--- config.mk ---
export PLATFORM = sky130hd
export DESIGN_NAME = ldp_dimming_top
export DESIGN_NICKNAME = d
export VERILOG_FILES = /design/src/inc/ldp_pkg.sv /design/src/logic/ldp_dimming_top.sv /design/src/logic/ldp_pwm_gen.sv /design/src/logic/ldp_sync.sv
export SDC_FILE = /design/constraint.sdc
export NUM_CORES = 1
export LEC_CHECK = 0
export ABC_AREA = 1
export BUFFER_PORTS_ARGS = -buffer_cell sky130_fd_sc_hd__buf_4
export CORE_UTILIZATION = 45
export CTS_CLUSTER_SIZE = 40
export DETAILED_ROUTE_END_ITERATION = 16
export GPL_TIMING_DRIVEN = 1
export PLACE_DENSITY_LB_ADDON = 0.05
export SETUP_SLACK_MARGIN = 0.1
export SLEW_MARGIN = 20
export SYNTH_ARGS = -nofsm -noshare
export SYNTH_HDL_FRONTEND = slang
export SYNTH_HIERARCHICAL = 1
export SYNTH_SLANG_ARGS = --single-unit
--- constraint.sdc ---
create_clock -name MCLK -period 15.9 [get_ports MCLK]
set_input_delay 3.18 -clock MCLK [delete_from_list [all_inputs] [get_ports MCLK]]
set_output_delay 3.18 -clock MCLK [all_outputs]
set_load 0.02 [all_outputs]
--- src/inc/ldp_pkg.sv ---
`default_nettype none

package ldp_pkg;

  //==========================================================
  // Clock and generator timing
  //==========================================================
  localparam int unsigned CLK_HZ       = 200_000_000;
  // Generator frequency numerator, Hz times kOhm
  localparam int unsigned FREQ_NUMER   = 20_000;
  localparam int unsigned FREQ_MIN_HZ  = 100;
  localparam int unsigned FREQ_MAX_HZ  = 2_000;
  localparam int unsigned CYC_PER_KOHM = CLK_HZ / FREQ_NUMER;
  // Duty percent factors, held in tenths
  localparam int unsigned DUTY_NUM_X10 = 1;
  localparam int unsigned DUTY_DEN_X10 = 36;

  //==========================================================
  // Widths
  //==========================================================
  localparam int unsigned ADDR_W = 8;
  localparam int unsigned FREQ_W = 8;
  localparam int unsigned DUTY_W = 12;
  localparam int unsigned PER_W  = 21;
  localparam int unsigned PD_W   = 33;

  //==========================================================
  // Setting limits and reset values
  //==========================================================
  localparam logic [FREQ_W-1:0] FREQ_K_MIN = FREQ_W'(FREQ_NUMER / FREQ_MAX_HZ);
  localparam logic [FREQ_W-1:0] FREQ_K_MAX = FREQ_W'(FREQ_NUMER / FREQ_MIN_HZ);
  localparam logic [DUTY_W-1:0] DUTY_SCALE = DUTY_W'(100 * DUTY_DEN_X10 / DUTY_NUM_X10);
  localparam logic [DUTY_W-1:0] DUTY_K_MAX = 12'h0E10;
  localparam logic [FREQ_W-1:0] FREQ_RST   = 8'h64;
  localparam logic [DUTY_W-1:0] DUTY_RST   = 12'h0708;
  localparam logic              EXT_SYNC_RST = 1'b0;
  localparam logic              SEL_SYNC_RST = 1'b0;

  //==========================================================
  // Register map
  //==========================================================
  localparam logic [ADDR_W-1:0] OFS_DUTY   = 8'h00;
  localparam logic [ADDR_W-1:0] OFS_FREQ   = 8'h04;
  localparam logic [ADDR_W-1:0] OFS_STATUS = 8'h08;
  localparam logic [ADDR_W-1:0] OFS_PERIOD = 8'h0C;
  localparam int unsigned ST_EXT     = 0;
  localparam int unsigned ST_SEL     = 1;
  localparam int unsigned ST_GEN_ON  = 2;
  localparam int unsigned ST_GEN_OUT = 3;
  localparam int unsigned ST_GATE    = 4;

  //==========================================================
  // Carriers
  //==========================================================
  typedef struct packed {
    logic [FREQ_W-1:0] freq;
    logic [DUTY_W-1:0] duty;
  } ldp_cfg_type;

  typedef struct packed {
    logic             out;
    logic [PER_W-1:0] per;
  } ldp_gen_type;

endpackage

`default_nettype wire

--- src/logic/ldp_dimming_top.sv ---
//==============================================================
// Dimming control
//==============================================================
// Notes on behaviour
// - External dimming input high enables switching and turns the series switch on.
// - External dimming input low stops switching and turns the series switch off.
// - Gate drive output is a buffered copy following every edge of the input while select is high.
// - Average LED current is full current times the applied dimming duty.
// - Select high disables the internal generator and gives full current.
// - Select low enables the generator, which gates switching and gate drive.
// - Generator duty percent is 0.1 times duty setting in kilohms over 3.6.
// - Generator frequency is settable from 100 Hz to 2 kHz.
// - Generator frequency in hertz is 2e4 over frequency setting in kilohms.
// - Unconnected select input reads low, so the generator dims by default.
`default_nettype none

module ldp_dimming_top
  import ldp_pkg::*;
#(
  parameter int unsigned P_CYC_PER_KOHM = CYC_PER_KOHM
)
(
  // Clock and reset
  input  wire logic              MCLK,
  input  wire logic              RST_N,
  // APB slave
  input  wire logic              PSEL,
  input  wire logic              PENABLE,
  input  wire logic              PWRITE,
  input  wire logic [ADDR_W-1:0] PADDR,
  input  wire logic [31:0]       PWDATA,
  input  wire logic [3:0]        PSTRB,
  output var  logic [31:0]       PRDATA,
  output var  logic              PREADY,
  output var  logic              PSLVERR,
  // Dimming pins, asynchronous to MCLK
  input  wire logic              EXT_DIM_IN,
  input  wire logic              INT_DIM_SELECT_N,
  // Converter switching and series switch
  output var  logic              SWITCH_ENABLE,
  output var  logic              PMOS_GATE_DRIVE_OUT
);

  //============================================================
  // State and signals
  //============================================================
  typedef struct packed {
    logic [FREQ_W-1:0] freq;
    logic [DUTY_W-1:0] duty;
    logic [31:0]       rdata;
    logic              err;
    logic              gate;
  } ldp_top_state_type;

  ldp_top_state_type st_q;
  ldp_top_state_type st_d;
  logic              ext_s;
  logic              sel_s;
  logic              gen_en;
  ldp_cfg_type       cfg;
  ldp_gen_type       gen;
  logic              setup_ph;
  logic              access_ph;
  logic              mapped;
  logic [31:0]       rd_val;
  logic [31:0]       wr_duty;
  logic [31:0]       wr_freq;

  //============================================================
  // Helpers
  //============================================================
  function automatic logic [31:0] merge_lanes(input logic [31:0] old_v,
                                              input logic [31:0] new_v,
                                              input logic [3:0]  strb);
    logic [31:0] res;
    res = old_v;
    for (int i = 0; i < 4; i++)
    begin
      if (strb[i])
      begin
        res[i*8 +: 8] = new_v[i*8 +: 8];
      end
    end
    return res;
  endfunction

  // Out-of-range frequency writes saturate rather than fault
  function automatic logic [FREQ_W-1:0] clamp_freq(input logic [31:0] v);
    logic [FREQ_W-1:0] res;
    if (v < 32'(FREQ_K_MIN))
    begin
      res = FREQ_K_MIN;
    end
    else if (v > 32'(FREQ_K_MAX))
    begin
      res = FREQ_K_MAX;
    end
    else
    begin
      res = v[FREQ_W-1:0];
    end
    return res;
  endfunction

  function automatic logic [DUTY_W-1:0] clamp_duty(input logic [31:0] v);
    logic [DUTY_W-1:0] res;
    if (v > 32'(DUTY_K_MAX))
    begin
      res = DUTY_K_MAX;
    end
    else
    begin
      res = v[DUTY_W-1:0];
    end
    return res;
  endfunction

  //============================================================
  // Pin synchronisers
  //============================================================
  ldp_sync #(
    .RST_VAL (EXT_SYNC_RST)
  ) u_ext_sync (
    .clk   (MCLK),
    .rst_n (RST_N),
    .d     (EXT_DIM_IN),
    .q     (ext_s)
  );

  // Reset low matches the pin's pull-down: generator on until sampled
  ldp_sync #(
    .RST_VAL (SEL_SYNC_RST)
  ) u_sel_sync (
    .clk   (MCLK),
    .rst_n (RST_N),
    .d     (INT_DIM_SELECT_N),
    .q     (sel_s)
  );

  //============================================================
  // Internal generator
  //============================================================
  assign gen_en   = !sel_s;
  assign cfg.freq = st_q.freq;
  assign cfg.duty = st_q.duty;

  ldp_pwm_gen #(
    .P_CYC_PER_KOHM (P_CYC_PER_KOHM)
  ) u_gen (
    .clk   (MCLK),
    .rst_n (RST_N),
    .en    (gen_en),
    .cfg   (cfg),
    .gen   (gen)
  );

  //============================================================
  // Register decode
  //============================================================
  always_comb
  begin
    mapped = 1'b1;
    rd_val = 32'h0000_0000;
    case (PADDR)
      OFS_DUTY:
      begin
        rd_val = 32'(st_q.duty);
      end
      OFS_FREQ:
      begin
        rd_val = 32'(st_q.freq);
      end
      OFS_STATUS:
      begin
        rd_val[ST_EXT]     = ext_s;
        rd_val[ST_SEL]     = sel_s;
        rd_val[ST_GEN_ON]  = gen_en;
        rd_val[ST_GEN_OUT] = gen.out;
        rd_val[ST_GATE]    = st_q.gate;
      end
      OFS_PERIOD:
      begin
        rd_val = 32'(gen.per);
      end
      default:
      begin
        mapped = 1'b0;
      end
    endcase
  end

  assign setup_ph  = PSEL && !PENABLE;
  assign access_ph = PSEL && PENABLE;
  assign wr_duty   = merge_lanes(32'(st_q.duty), PWDATA, PSTRB);
  assign wr_freq   = merge_lanes(32'(st_q.freq), PWDATA, PSTRB);

  //============================================================
  // Next state
  //============================================================
  always_comb
  begin
    st_d = st_q;
    // Read data and error are caught in setup so the access phase needs no wait
    if (setup_ph)
    begin
      st_d.err   = !mapped;
      st_d.rdata = (mapped && !PWRITE) ? rd_val : 32'h0000_0000;
    end
    if (access_ph && PWRITE && !st_q.err)
    begin
      if (PADDR == OFS_DUTY)
      begin
        st_d.duty = clamp_duty(wr_duty);
      end
      if (PADDR == OFS_FREQ)
      begin
        st_d.freq = clamp_freq(wr_freq);
      end
    end
    st_d.gate = ext_s && (sel_s || gen.out);
  end

  always_ff @(posedge MCLK or negedge RST_N)
  begin
    if (!RST_N)
    begin
      st_q <= '{freq: FREQ_RST, duty: DUTY_RST, rdata: 32'h0000_0000, err: 1'b0, gate: 1'b0};
    end
    else
    begin
      st_q <= st_d;
    end
  end

  //============================================================
  // Outputs
  //============================================================
  assign PREADY              = 1'b1;
  assign PSLVERR             = access_ph && st_q.err;
  assign PRDATA              = st_q.rdata;
  // One flop for both, so switching and series switch never skew
  assign SWITCH_ENABLE       = st_q.gate;
  assign PMOS_GATE_DRIVE_OUT = st_q.gate;

  //============================================================
  // Checks
  //============================================================
  logic [1:0] rst_age_q;

  always_ff @(posedge MCLK or negedge RST_N)
  begin
    if (!RST_N)
    begin
      rst_age_q <= 2'h0;
    end
    else if (rst_age_q != 2'h2)
    begin
      rst_age_q <= rst_age_q + 2'h1;
    end
  end
endmodule

`default_nettype wire

--- src/logic/ldp_pwm_gen.sv ---
`default_nettype none

module ldp_pwm_gen
  import ldp_pkg::*;
#(
  parameter int unsigned P_CYC_PER_KOHM = CYC_PER_KOHM
)
(
  // Clock and reset
  input  wire logic        clk,
  input  wire logic        rst_n,
  // Enable and settings
  input  wire logic        en,
  input  wire ldp_cfg_type cfg,
  // Generator output
  output var  ldp_gen_type gen
);

  localparam logic [PER_W-1:0] CYC_K = PER_W'(P_CYC_PER_KOHM);

  typedef struct packed {
    logic [PER_W-1:0] cnt;
    logic [PER_W-1:0] per;
    logic [PD_W-1:0]  pd;
    logic             out;
  } ldp_gen_state_type;

  ldp_gen_state_type st_q;
  ldp_gen_state_type st_d;
  logic              wrap;

  //==========================================================
  // Period counter
  //==========================================================
  // Settings are taken only at a period boundary, so a write never chops a pulse
  assign wrap = ({1'b0, st_q.cnt} + 22'h00_0001) >= {1'b0, st_q.per};

  always_comb
  begin
    st_d = st_q;
    if (!en)
    begin
      st_d = '0;
    end
    else
    begin
      if (wrap)
      begin
        st_d.cnt = '0;
        st_d.per = PER_W'(cfg.freq * CYC_K);
        st_d.pd  = PD_W'(st_d.per) * PD_W'(cfg.duty);
      end
      else
      begin
        st_d.cnt = st_q.cnt + 21'h00_0001;
      end
      st_d.out = (PD_W'(st_d.cnt) * PD_W'(DUTY_SCALE)) < st_d.pd;
    end
  end

  always_ff @(posedge clk or negedge rst_n)
  begin
    if (!rst_n)
    begin
      st_q <= '0;
    end
    else
    begin
      st_q <= st_d;
    end
  end

  assign gen.out = st_q.out;
  assign gen.per = st_q.per;

  //==========================================================
  // Checks
  //==========================================================
  logic [PER_W-1:0] hi_q;

  always_ff @(posedge clk or negedge rst_n)
  begin
    if (!rst_n)
    begin
      hi_q <= '0;
    end
    else if (st_q.cnt == '0)
    begin
      hi_q <= PER_W'(st_q.out);
    end
    else
    begin
      hi_q <= hi_q + PER_W'(st_q.out);
    end
  end
endmodule

`default_nettype wire

--- src/logic/ldp_sync.sv ---
`default_nettype none

module ldp_sync
  import ldp_pkg::*;
#(
  parameter logic RST_VAL = 1'b0
)
(
  // Clock and reset
  input  wire logic clk,
  input  wire logic rst_n,
  // Level in and out
  input  wire logic d,
  output var  logic q
);

  typedef struct packed {
    logic meta;
    logic stable;
  } ldp_sync_state_type;

  ldp_sync_state_type st_q;
  ldp_sync_state_type st_d;

  always_comb
  begin
    st_d.meta   = d;
    st_d.stable = st_q.meta;
  end

  always_ff @(posedge clk or negedge rst_n)
  begin
    if (!rst_n)
    begin
      st_q <= '{meta: RST_VAL, stable: RST_VAL};
    end
    else
    begin
      st_q <= st_d;
    end
  end

  assign q = st_q.stable;

endmodule

`default_nettype wire

* Yosys cells after proc, flatten, opt, wreduce, memory -nomap -nowiden *
Cells that the tools add are included.

operators by class
  bitwise gates (word level) = 0
  shift-type cells = 0
  eq/ne operators = 3
  muxes and demuxes = 18
  reductions and logical operators = 18
  order comparisons = 5
  multipliers = 3
  div/mod/pow operators = 0
  add/subtract/negate cells = 2

operators by type and width
  kind                                                             count
  2-to-1 mux 54 bit                                                2
  2-to-1 mux 76 bit                                                1
  2-to-1 mux 8 bit                                                 8
  one-hot mux 16 bit (3 select lines)                              1
  2-to-1 mux 21 bit                                                2
  less-than comparator 33 bit                                      1
  greater-than comparator 32 x 12 -> 1 bit, second input constant  1
  greater-than comparator 32 x 8 -> 1 bit, second input constant   1
  less-than comparator 32 x 4 -> 1 bit, second input constant      1
  2-to-1 mux 32 bit                                                1
  multiplier 17 x 12 -> 29 bit                                     1
  multiplier 21 x 8 -> 29 bit, second input constant               1
  adder 21 x 1 -> 22 bit, second input constant                    1
  greater-or-equal comparator 22 x 21 -> 1 bit                     1
  adder 21 x 1 -> 21 bit, second input constant                    1
  one-hot mux 5 bit (4 select lines)                               1
  multiplier 8 x 10 -> 17 bit, second input constant               1
  == test 8 x 4 -> 1 bit, second input constant                    2
  2-to-1 mux 12 bit                                                1
  == test 8 x 3 -> 1 bit, second input constant                    1
  zero test 8 bit                                                  1
  logical AND 1 bit                                                7
  zero test 1 bit                                                  5
  AND reduction 2 bit                                              2
  other kinds (4)                                                  4

word-level totals
  logic and storage cells = 62
  register bits = 134
  memories kept = 0
  memory bits (read-only) = 0
  memory bits (writable) = 0
  bits of input ports = 51
  output and inout bits = 36
  bits in latches = 0

* Logic depth before layout (Yosys ltp) *
Gate-level depths: netlist of the first run.

  depth after elaboration = 7
  depth in mapped cells = 48
  gate-level depth less buffers = 47

* Cells and area by module *
Netlist of the first run, hierarchy kept.

modules (own cells, without submodules)
  module           cells an instance  seq. area each (um^2)  area each (um^2)  instances
  ldp_pwm_gen      1,992              1,801.7                15,205.8          1
  ldp_dimming_top  434                1,084.8                2,911.5           1
  ldp_sync         2                  50.0                   50.0              2

* Worst setup path before layout of the first run *
No wires, ideal clock.

  kind = reg2reg
  start = register st_q (netlist bit cfg[18])
  end = register u_gen.st_q (netlist bit u_gen/gen[21])
  library setup time = 117 ps
  buffers on the path = 0
  data arrival time = 8,633 ps
  cell stages (with the launch flop) = 44
  slack = 7,150 ps
  clock period less this slack = 8,750 ps
  cells stage by stage = dfstp_2 -> fa_1 -> fa_1 -> ha_1 -> inv_1 -> fa_1 -> inv_1 -> ha_1 -> inv_1 -> o21ai_0 -> o21bai_1 -> a21oi_1 -> or2_2 -> nand2_1 -> inv_1 -> nand2_1 -> fa_1 -> fa_1 -> [... 8 more ...] -> nor2_1 -> inv_1 -> nor3_1 -> nand3_1 -> nand4_1 -> nand2_1 -> nand2_1 -> o21ai_0 -> ha_1 -> nand2_1 -> inv_1 -> nand2_1 -> nor3_1 -> nand3_1 -> nor4b_1 -> nand2_1 -> nand2_1 -> nor2_1

RTL lines
  element                 RTL line                source
  start, declared         ldp_dimming_top.sv:55   ldp_top_state_type st_q;
  start signal, assigned  ldp_dimming_top.sv:227  st_q <= '{freq: FREQ_RST, duty: DUTY_RST, rdata: 32'h0000_0000, err: 1'b0, gate: 1'b0};
  start signal, assigned  ldp_dimming_top.sv:231  st_q <= st_d;
  end signal, assigned    ldp_pwm_gen.sv:69       st_q <= st_d;
  end, declared           ldp_pwm_gen.sv:28       ldp_gen_state_type st_q;

==> results of run 1 <==
[placed cells by master, fill, tap and decap left out, types with 26 or more instances in the layout]
cell	synthesis	routed
nand4_1	26	26
a21oi_1	84	84
buf_4	64	78
nor2_1	246	246
inv_1	486	486
ha_1	229	229
nand2_1	604	604
fa_1	196	196
nand3_1	69	69
xor2_1	29	29
o21ai_0	85	85
dfrtp_1	112	112
[per-layer routing]
layer	global-route usage, %	vias to the layer above	routed length [um]
li1	-	7375	-
met1	33.58	7051	22070
met2	39.90	398	21700
met3	4.075	56	2726
met4	7.331	0	1232
met5	0	-	0
[sequential cells by signal, summed over array words and instances, names as in the netlist]
| register | cells |
|---|---|
| PMOS_GATE_DRIVE_OUT | 1 |
| PRDATA | 21 |
| u_sel_sync/q | 1 |
| st_q | 1 |
| u_gen/gen | 18 |
| u_sel_sync/st_d | 1 |
| u_gen/st_q | 54 |
| u_ext_sync/st_d | 1 |
| u_ext_sync/q | 1 |
| cfg | 20 |
[cell families (layout without fill, tap and decap cells)]
logic type,count (synthesis),count (layout),synth area share [%]
flip-flops,119,119,16.39
AND/OR/NAND/NOR,1001,1001,22.69
other,3,16,0.06181
AO/OA/AOI/OAI,224,224,6.964
adder cells (fa/ha/maj),425,425,37.27
XOR/XNOR,53,53,2.548
buffers and inverters,605,607,14.08
[synthesized netlist by cell type, types with 3 or more instances]
library cell / instances / area [um2]
a21o_1: 5 / 37.54
inv_1: 486 / 1824
nand2_2: 7 / 43.79
inv_2: 8 / 30.03
nand3_1: 69 / 345.3
xnor2_1: 24 / 210.2
conb_1: 3 / 11.26
nand4_1: 26 / 162.7
buf_2: 5 / 25.02
a22o_1: 4 / 35.03
clkbuf_1: 33 / 123.9
o21ai_1: 7 / 35.03
or2_2: 7 / 43.79
dfrtp_1: 112 / 2803
a31oi_1: 5 / 31.28
buf_6: 6 / 67.56
nor2_2: 5 / 31.28
xor2_1: 29 / 254.0
o21ai_2: 10 / 87.58
ha_1: 229 / 2865
o21ai_0: 85 / 425.4
nand2_1: 604 / 2267
nor3_2: 3 / 30.03
a21oi_1: 84 / 420.4
o21bai_1: 10 / 75.07
nor3_1: 11 / 55.05
nor4_1: 7 / 43.79
fa_1: 196 / 3924
dfstp_2: 7 / 183.9
buf_4: 64 / 480.5
nor2_1: 246 / 923.4
[worst reg2reg max path, delay by kind of cell (launching register included)]
family,cells,cell delay (ns)
fa+ha+maj,12,5.36
flops,1,0.71
compound gates,4,0.72
simple gates,18,2.62
buf+inv,9,0.74
[worst paths after layout]
path | to | slack [ns] | cells past startpoint
max in group asynchronous | u_gen/st_q[23] | 11.75 | 2
min in group asynchronous | cfg[12] | 2.82 | 1
worst min-delay path | u_ext_sync/q | 0.35 | 0
worst max-delay path | u_gen/gen[21] | 5.63 | 43
worst max register to register | u_gen/gen[21] | 5.63 | 43
worst min register to register | u_ext_sync/q | 0.35 | 0
[area by class of cell]
class,instances,area [um2]
multi-input combinational,1719,12710
timing repair buffer,78,585.6
fill,4026,20450
clock inverter,13,112.6
clock buffer,19,452.9
sequential,119,2987
tap,525,656.9
inverter,497,1868
[power breakdown]
group / total, mW / internal, mW / switching, mW
Clock: 0.372 / 0.212 / 0.160
Sequential: 0.349 / 0.332 / 0.0163
Combinational: 0.533 / 0.184 / 0.349
Total: 1.25 / 0.728 / 0.525
[stage by stage]
stage               util [%]  instance area (um2)  hold WS, ns
finish                 48.66                19380       0.3470
floorplan                  -                18270       0.3312
CTS                    48.66                19380       0.3511
global route           48.66                19380       0.3708
detailed placement     47.24                18810       0.3365
global placement       47.24                18810       0.3360
==> flow_summary.toml, run 1 <==
[worst_setup_path]
startpoint = "cfg[17]"
crit_fanout = 8
cp_num_buf_inv = 9
required_ns = 16.22
cp-end-kind = "flip-flop"
cp_slowest_stage_delay_ns = 0.71
crit-reg2reg-launch = "cfg[17]"
cp_slowest_cell = "dfstp_2"
cp-start-kind = "flip-flop"
path_class = "reg2reg"
crit_arrival_ns = 10.59
cp_top_family = "adder cells"

[synth]
ys.flop_type = "dfrtp_1"
synthCells = 2430
synthesis.area_mm2 = 0.01822
yosys_warnings = 6
synth_edf_count = 0
yosysSeqAreaShare_pct = 16.39
syn-mean-instance-area_um2 = 7.497
synthDistinctLibCells = 55
synth-async-reset-ratio_pct = 100.0
synth.ff_latch_count = 119

[grt]
grt_overflow_total = 0
antenna_found_initial = 0
grt_pass1_vias = 15026
grt_max_degree = 80
grt_usage_pct = 24.57
grt_pass1_wl_um = 79120

[timing]
timing.final.crit_share_pct = 64.59
setup_violations = 0
final_hold_viol_count = 0
layout_min_cycle_time_ns = 10.27
rsz0062_at_grt = "false"
setup_slack_ns = 5.630
max-slew-margin-rel_pct = 30.38
worst_slew_pin_slew_ns = 1.037
skew_ns = 0.01228
drv_slew = 0
clock.fmax_mhz = 97.37
fin_tns_setup_ns = 0

[clocking]
clk_pin_slew_ns = 0.06
cts_tree = "built"
cts-resized-gates = 0
clkSinkCount = 119
post_cts_buffers = 0
hold_buffers = 0
cts_made_buffers = 17
htreeDepth = 4
cts-root-buf = "clkbuf_16"
clk_latency_ns = 0.44
cts_buffer_depth = 2

[placed_design]
place_inst = 2938
place_congestion = 0.9103
port_buffers = 74
dp_hpwl_um = 39410
post-place-ws_ns = 5.671

[outcome]
outcome = "finished clean"

[detailed_routing]
routed_via_density = 5.010
routed_wl_um = 47730
drt_iter0_drc = 954
dr.pass1.iters = 6
remaining_drc_errors = 0
num_vias = 14880
drtAntennaViolNets = 0
wl_per_cell_um = 16.07

[pwr]
ir_drop_mv = 0.07519
p_per_area_mw_per_mm2 = 64.67
p_leak_nw = 11.00
totalPowerFinal_mw = 1.253

[die]
die_y_um = 203.2
start_util_pct = 45.75
coreArea_mm2 = 0.03982
rows = 73
dieWidth_um = 203.2
io_pins = 87
dieArea_mm2 = 0.04129

[final_layout]
fin_nets = 2908
stdcell_count = 2970
drive_above_1_share_pct = 6.912
n_antenna_cell = 0
syn_to_final_growth_pct = 6.367

[job]
cap_violations = 0

[hold_path]
min_from = "u_ext_sync/st_d[0]"
hold_path_class = "reg2reg"
Note: power is estimated with default switching activity, not from simulation.
==> run 2, diff against run 1 <==
==> constraint.sdc (replaced) <==
create_clock -name MCLK -period 8.3 [get_ports MCLK]
set_input_delay 1.66 -clock MCLK [delete_from_list [all_inputs] [get_ports MCLK]]
set_output_delay 1.66 -clock MCLK [all_outputs]
set_load 0.02 [all_outputs]
==> flow_summary.toml, run 2 (synthesis results as in run 1) <==
[die]
die_y_um = 203.2
dieArea_mm2 = 0.04129
dieWidth_um = 203.2
io_pins = 87
rows = 73
start_util_pct = 45.75
coreArea_mm2 = 0.03982

[clocking]
cts-root-buf = "clkbuf_16"
cts_buffer_depth = 2
hold_buffers = 0
cts_made_buffers = 17
clk_pin_slew_ns = 0.06
clkSinkCount = 119
clk_latency_ns = 0.44
cts_tree = "built"
htreeDepth = 4

[grt]
grt_max_degree = 67
antenna_found_initial = 0
grt_pass1_vias = 15728
grt_usage_pct = 24.99
grt_pass1_wl_um = 81630
grt_overflow_total = 0

[worst_setup_path]
cp_slowest_cell = "dfstp_2"
cp-end-kind = "flip-flop"
cp_slowest_stage_delay_ns = 0.57
crit_arrival_ns = 8.89
cp-start-kind = "flip-flop"
required_ns = 8.62
path_class = "reg2reg"
path_common_cell = "fa_1"
r2r_setup_slack_ns = -0.27
crit_fanout = 5

[detailed_routing]
drt_iter0_drc = 706
routed_via_density = 4.872
num_vias = 15321
routed_wl_um = 48110
remaining_drc_errors = 0
dr.pass1.iters = 5
drtAntennaViolNets = 0
wl_per_cell_um = 15.30

[timing]
timing.final.crit_share_pct = 103.2
max-slew-margin-rel_pct = 40.17
layout_min_cycle_time_ns = 8.567
setup_violations = 1
setup_slack_ns = -0.2669
skew_ns = 0.01423
drv_slew = 0
final_hold_viol_count = 0
rsz0062_at_grt = "true"
clock.fmax_mhz = 116.7
worst_slew_pin_slew_ns = 0.8974

[outcome]
violations = "setup timing"
outcome = "finished with violations"

[pwr]
p_per_area_mw_per_mm2 = 123.9
p_leak_nw = 12.01
totalPowerFinal_mw = 2.676
ir_drop_mv = 0.1773

[final_layout]
n_antenna_cell = 0
fill_cells = 3923
syn_to_final_growth_pct = 18.54
largest_register_ffs = 54
layout_commonest_cell = "nand2_1"
stdcell_count = 3145
fin_nets = 3084
final_cell_mix = "566 x nand2_1, 456 x inv_1, 251 x buf_4, 230 x nor2_1, 203 x ha_1"
drive_above_1_share_pct = 19.20
largest_register = "u_gen/st_q"

[placed_design]
port_buffers = 74
place_congestion = 0.9133
place_inst = 3083
dp_hpwl_um = 40130

[job]
cap_violations = 0

[hold_path]
hold_path_class = "reg2reg"
-- run 2: cell count changes in the layout (fill, tap and decap cells not counted), sizes merged --
cell      previous run  this run
buf                 78       254
bufinv               0         1
clkinv               8         4
clkinvlp             0         3
inv                502       501
-- run 2: final timing paths --
check                                  to               start  cells past startpoint
setup / recovery            u_gen/gen[21]             cfg[18]                     45
hold / removal               u_sel_sync/q  u_sel_sync/st_d[0]                      0
min in group asynchronous         cfg[12]               RST_N                      1
max in group asynchronous  u_gen/st_q[18]               RST_N                      2
setup reg to reg            u_gen/gen[21]             cfg[18]                     45
hold reg to reg              u_sel_sync/q  u_sel_sync/st_d[0]                      0
-- run 2: area by class of cell --
cell class / instances / area (um2) / share of cell area (%)
multi-input cells: 1719 / 13590 / 62.95
flip-flops and latches: 119 / 2987 / 13.83
repair buffers: 254 / 1918 / 8.882
inverters: 497 / 1878 / 8.697
well taps: 525 / 656.9 / 3.042
clock buffers: 19 / 442.9 / 2.051
clock inverters: 12 / 118.9 / 0.5504
-- run 2: per-layer routing --
layer	GRT usage, %	part of all wire [%]	vias to the layer above
met2	39.02	44	267
li1	-	-	7711
met1	35.29	49	7284
met5	0	0	-
met3	3.212	3.6	59
met4	9.533	3.6	0
-- run 2: power breakdown --
group / leakage, nW / internal, mW / switching (mW) / total [mW]
combinational: 10.2 / 0.523 / 0.775 / 1.30
clock: 0.267 / 0.421 / 0.291 / 0.713
sequential: 1.58 / 0.637 / 0.0273 / 0.665
total: 12.0 / 1.58 / 1.09 / 2.68
-- run 2: timing repair --
item                                    CTS  global route
buffers inserted                         23             8
pin swaps                                90            67
resized for setup                       124            73
endpoints found under the setup margin    3             4
cloned                                    0             0
endpoints found under the hold margin     0             0
-- run 2: stage by stage --
| stage | instance area [um2] | hold slack, ns | util (%) | TNS [ns] | worst slack, ns |
|---|---|---|---|---|---|
| finish | 21590 | 0.3659 | 54.23 | -0.2669 | -0.2669 |
| global route | 21590 | 0.3742 | 54.23 | -0.6280 | -0.6280 |
| CTS | 21220 | 0.3621 | 53.29 | -0.3413 | -0.3413 |
| detailed placement | 20020 | 0.3418 | 50.26 | -0.7936 | -0.7712 |
| global placement | 20020 | 0.3360 | 50.26 | -0.7445 | -0.7132 |
| floorplan | 18390 | 0.3312 | - | -0.02340 | -0.02340 |
-- run 2: worst max-delay path, delay by kind of cell (launching register included) --
family | cells | cell delay, ns
AOI/OAI and AO/OA | 3 | 0.34
DFF | 1 | 0.57
adders and majority gates | 12 | 4.96
buffers and inverters | 9 | 0.54
and+or+nand+nor | 21 | 2.01
==> run 3, diff against run 2 <==
--- a/config.mk
+++ b/config.mk
@@ -5,7 +5,6 @@
 export SDC_FILE = /design/constraint.sdc
 export NUM_CORES = 1
 export LEC_CHECK = 0
-export ABC_AREA = 1
 export BUFFER_PORTS_ARGS = -buffer_cell sky130_fd_sc_hd__buf_4
 export CORE_UTILIZATION = 45
 export CTS_CLUSTER_SIZE = 40
==> flow_summary.toml, run 3 <==
[detailed_routing]
dr.pass1.iters = 5
num_vias = 13631
drtAntennaViolNets = 0
routed_wl_um = 44190
remaining_drc_errors = 0
wl_per_cell_um = 16.72
drt_iter0_drc = 510
routed_via_density = 5.157

[worst_setup_path]
crit_arrival_ns = 9.62
path_class = "reg2reg"
path_common_cell = "fa_1"
required_ns = 8.65
crit_fanout = 4
cp_slowest_stage_delay_ns = 0.57
cp-end-kind = "flip-flop"
cp-start-kind = "flip-flop"
cp_slowest_cell = "dfstp_2"

[timing]
hold_slack_ns = 0.3553
max-slew-margin-rel_pct = 30.57
timing.final.crit_share_pct = 111.7
clock.fmax_mhz = 107.9
final_hold_viol_count = 0
layout_min_cycle_time_ns = 9.268
worst_slew_pin_slew_ns = 1.041
fin_tns_setup_ns = -1.005
setup_slack_ns = -0.9678
skew_ns = 0.02317
rsz0062_at_grt = "true"
drv_slew = 0
setup_violations = 2

[die]
rows = 71
start_util_pct = 45.83
io_pins = 87
dieWidth_um = 198.1
dieArea_mm2 = 0.03924
die_y_um = 198.1
coreArea_mm2 = 0.03776

[pwr]
p_per_area_mw_per_mm2 = 136.4
ir_drop_mv = 0.1656
p_leak_nw = 10.95

[clocking]
cts_tree = "built"
clk_latency_ns = 0.45
clk_pin_slew_ns = 0.07
clkSinkCount = 119
cts-root-buf = "clkbuf_16"
cts_made_buffers = 17
htreeDepth = 4
cts_buffer_depth = 2

[synth]
synthesis.area_mm2 = 0.01730
syn-mean-instance-area_um2 = 9.027
synth.ff_latch_count = 119
yosys_warnings = 6
synth-async-reset-ratio_pct = 100.0
yosysMostFrequentCell = "inv_1"
synth_edf_count = 0
synth_top_family_by_area = "adder cells"
synthDistinctLibCells = 82
yosys-top-cells-count = "329 x inv_1, 229 x ha_1, 204 x nand2_1"
synthCells = 1917
synth_xor_area_share_pct = 3.341
synth_top_area_share_pct = 22.68
synth_top_area_cell = "fa_1"
synth_compound_area_share_pct = 11.14
synthTopCellsByArea = "fa_1 23%, ha_1 17%, dfrtp_1 16%"
yosys.area_share.adder_pct = 39.23
ys.flop_type = "dfrtp_1"
yosysSeqAreaShare_pct = 17.26
synth_simple_gate_area_share_pct = 15.47
synthMuxAreaShare_pct = 2.169

[placed_design]
place_inst = 2600
dpl_cell_area_mm2 = 0.01953
post-place-ws_ns = -1.009
dp_hpwl_um = 36170
port_buffers = 74
place_congestion = 0.8347

[outcome]
outcome = "finished with violations"
violations = "setup timing"

[grt]
grt_usage_pct = 23.88
grt_pass1_vias = 14156
grt_pass1_wl_um = 73020
grt_max_degree = 65
antenna_found_initial = 0
grt_overflow_total = 0

[final_layout]
drive_above_1_share_pct = 20.59
largest_register = "u_gen/st_q"
syn_to_final_growth_pct = 18.54
fin_nets = 2595
largest_register_ffs = 54
layout_commonest_cell = "inv_1"
stdcell_count = 2643
fill_cells = 3542
n_antenna_cell = 0
finalInstanceArea_mm2 = 0.02051
final_cell_mix = "323 x inv_1, 287 x buf_4, 219 x ha_1, 197 x nand2_1, 195 x fa_1"

[job]
cap_violations = 0

[hold_path]
hold_path_class = "reg2reg"
run 3: cell types whose count changed after synthesis, moves of 16 or more:
cell,before,now
a21o_1,5,22
a21oi_1,84,62
and2_1,0,87
and3_1,2,20
clkbuf_1,33,49
inv_1,486,329
mux2i_1,0,24
nand2_1,604,204
nand2b_1,1,19
nand3_1,69,28
nor2_1,246,96
o21ai_0,85,44
xnor2_1,24,45
run 3: cell type report:
type | instances | area (um2) | area share (%)
Multi-Input combinational cell | 1360 | 12810 | 62.45
Sequential cell | 119 | 2987 | 14.56
Timing Repair Buffer | 291 | 2208 | 10.77
Inverter | 330 | 1239 | 6.039
Tap cell | 511 | 639.4 | 3.117
Clock buffer | 17 | 425.4 | 2.074
Clock inverter | 15 | 203.9 | 0.9943
run 3: critical path, delay by kind of cell (launching register included):
family	cells	cell delay (ns)
fa+ha+maj	12	4.81
flops	1	0.57
buf+inv	7	0.66
simple gates	5	1.04
compound gates	11	1.64
xor+xnor	2	0.35
mux	1	0.12
run 3: repair_timing:
item                       in CTS  in global routing
setup buffers                   6                  6
pin swaps                      26                 21
setup endpoints to repair       6                 14
hold buffers                    0                  0
gates resized for setup        12                 44
run 3: worst paths after layout:
| check | from | to | slack [ns] | depth (start not counted) |
|---|---|---|---|---|
| max in group asynchronous | RST_N | u_gen/st_q[29] | 5.63 | 2 |
| min in group asynchronous | RST_N | cfg[6] | 1.26 | 1 |
| worst max register to register | cfg[14] | u_gen/gen[21] | -0.97 | 38 |
| worst min-delay path | u_sel_sync/st_d[0] | u_sel_sync/q | 0.36 | 0 |
| worst min register to register | u_sel_sync/st_d[0] | u_sel_sync/q | 0.36 | 0 |
| worst max-delay path | cfg[14] | u_gen/gen[21] | -0.97 | 38 |
run 3: routing by layer:
metal / track usage, % / routed length (um) / vias up / part of all wire, %
li1: - / - / 6570 / -
met1: 32.75 / 20750 / 6741 / 47
met3: 3.321 / 1805 / 44 / 4.1
met5: 0 / 0 / - / 0
met4: 7.924 / 1102 / 0 / 2.5
met2: 38.73 / 20530 / 276 / 46
run 3: metrics by stage:
step           util [%]  power (mW)
3_3_place_gp      51.72       1.930
3_5_place_dp      51.72       1.956
4_1_cts           53.69       2.802
2_1_floorplan         -       1.558
5_1_grt           54.33       3.014
6_report          54.33       2.798
run 3: cells by family after synthesis:
logic type / after synthesis
simple gates: 546
buf+inv: 451
fa+ha+maj: 425
compound gates: 276
flops: 119
xor+xnor: 66
mux: 31
other cells: 3
run 3: power breakdown:
group | internal [mW] | switching (mW) | total (mW) | leakage [nW]
logic | 0.597 | 0.728 | 1.32 | 9.07
registers | 0.626 | 0.0324 | 0.658 | 1.58
clock network | 0.486 | 0.329 | 0.816 | 0.308
total | 1.71 | 1.09 | 2.80 | 11.0
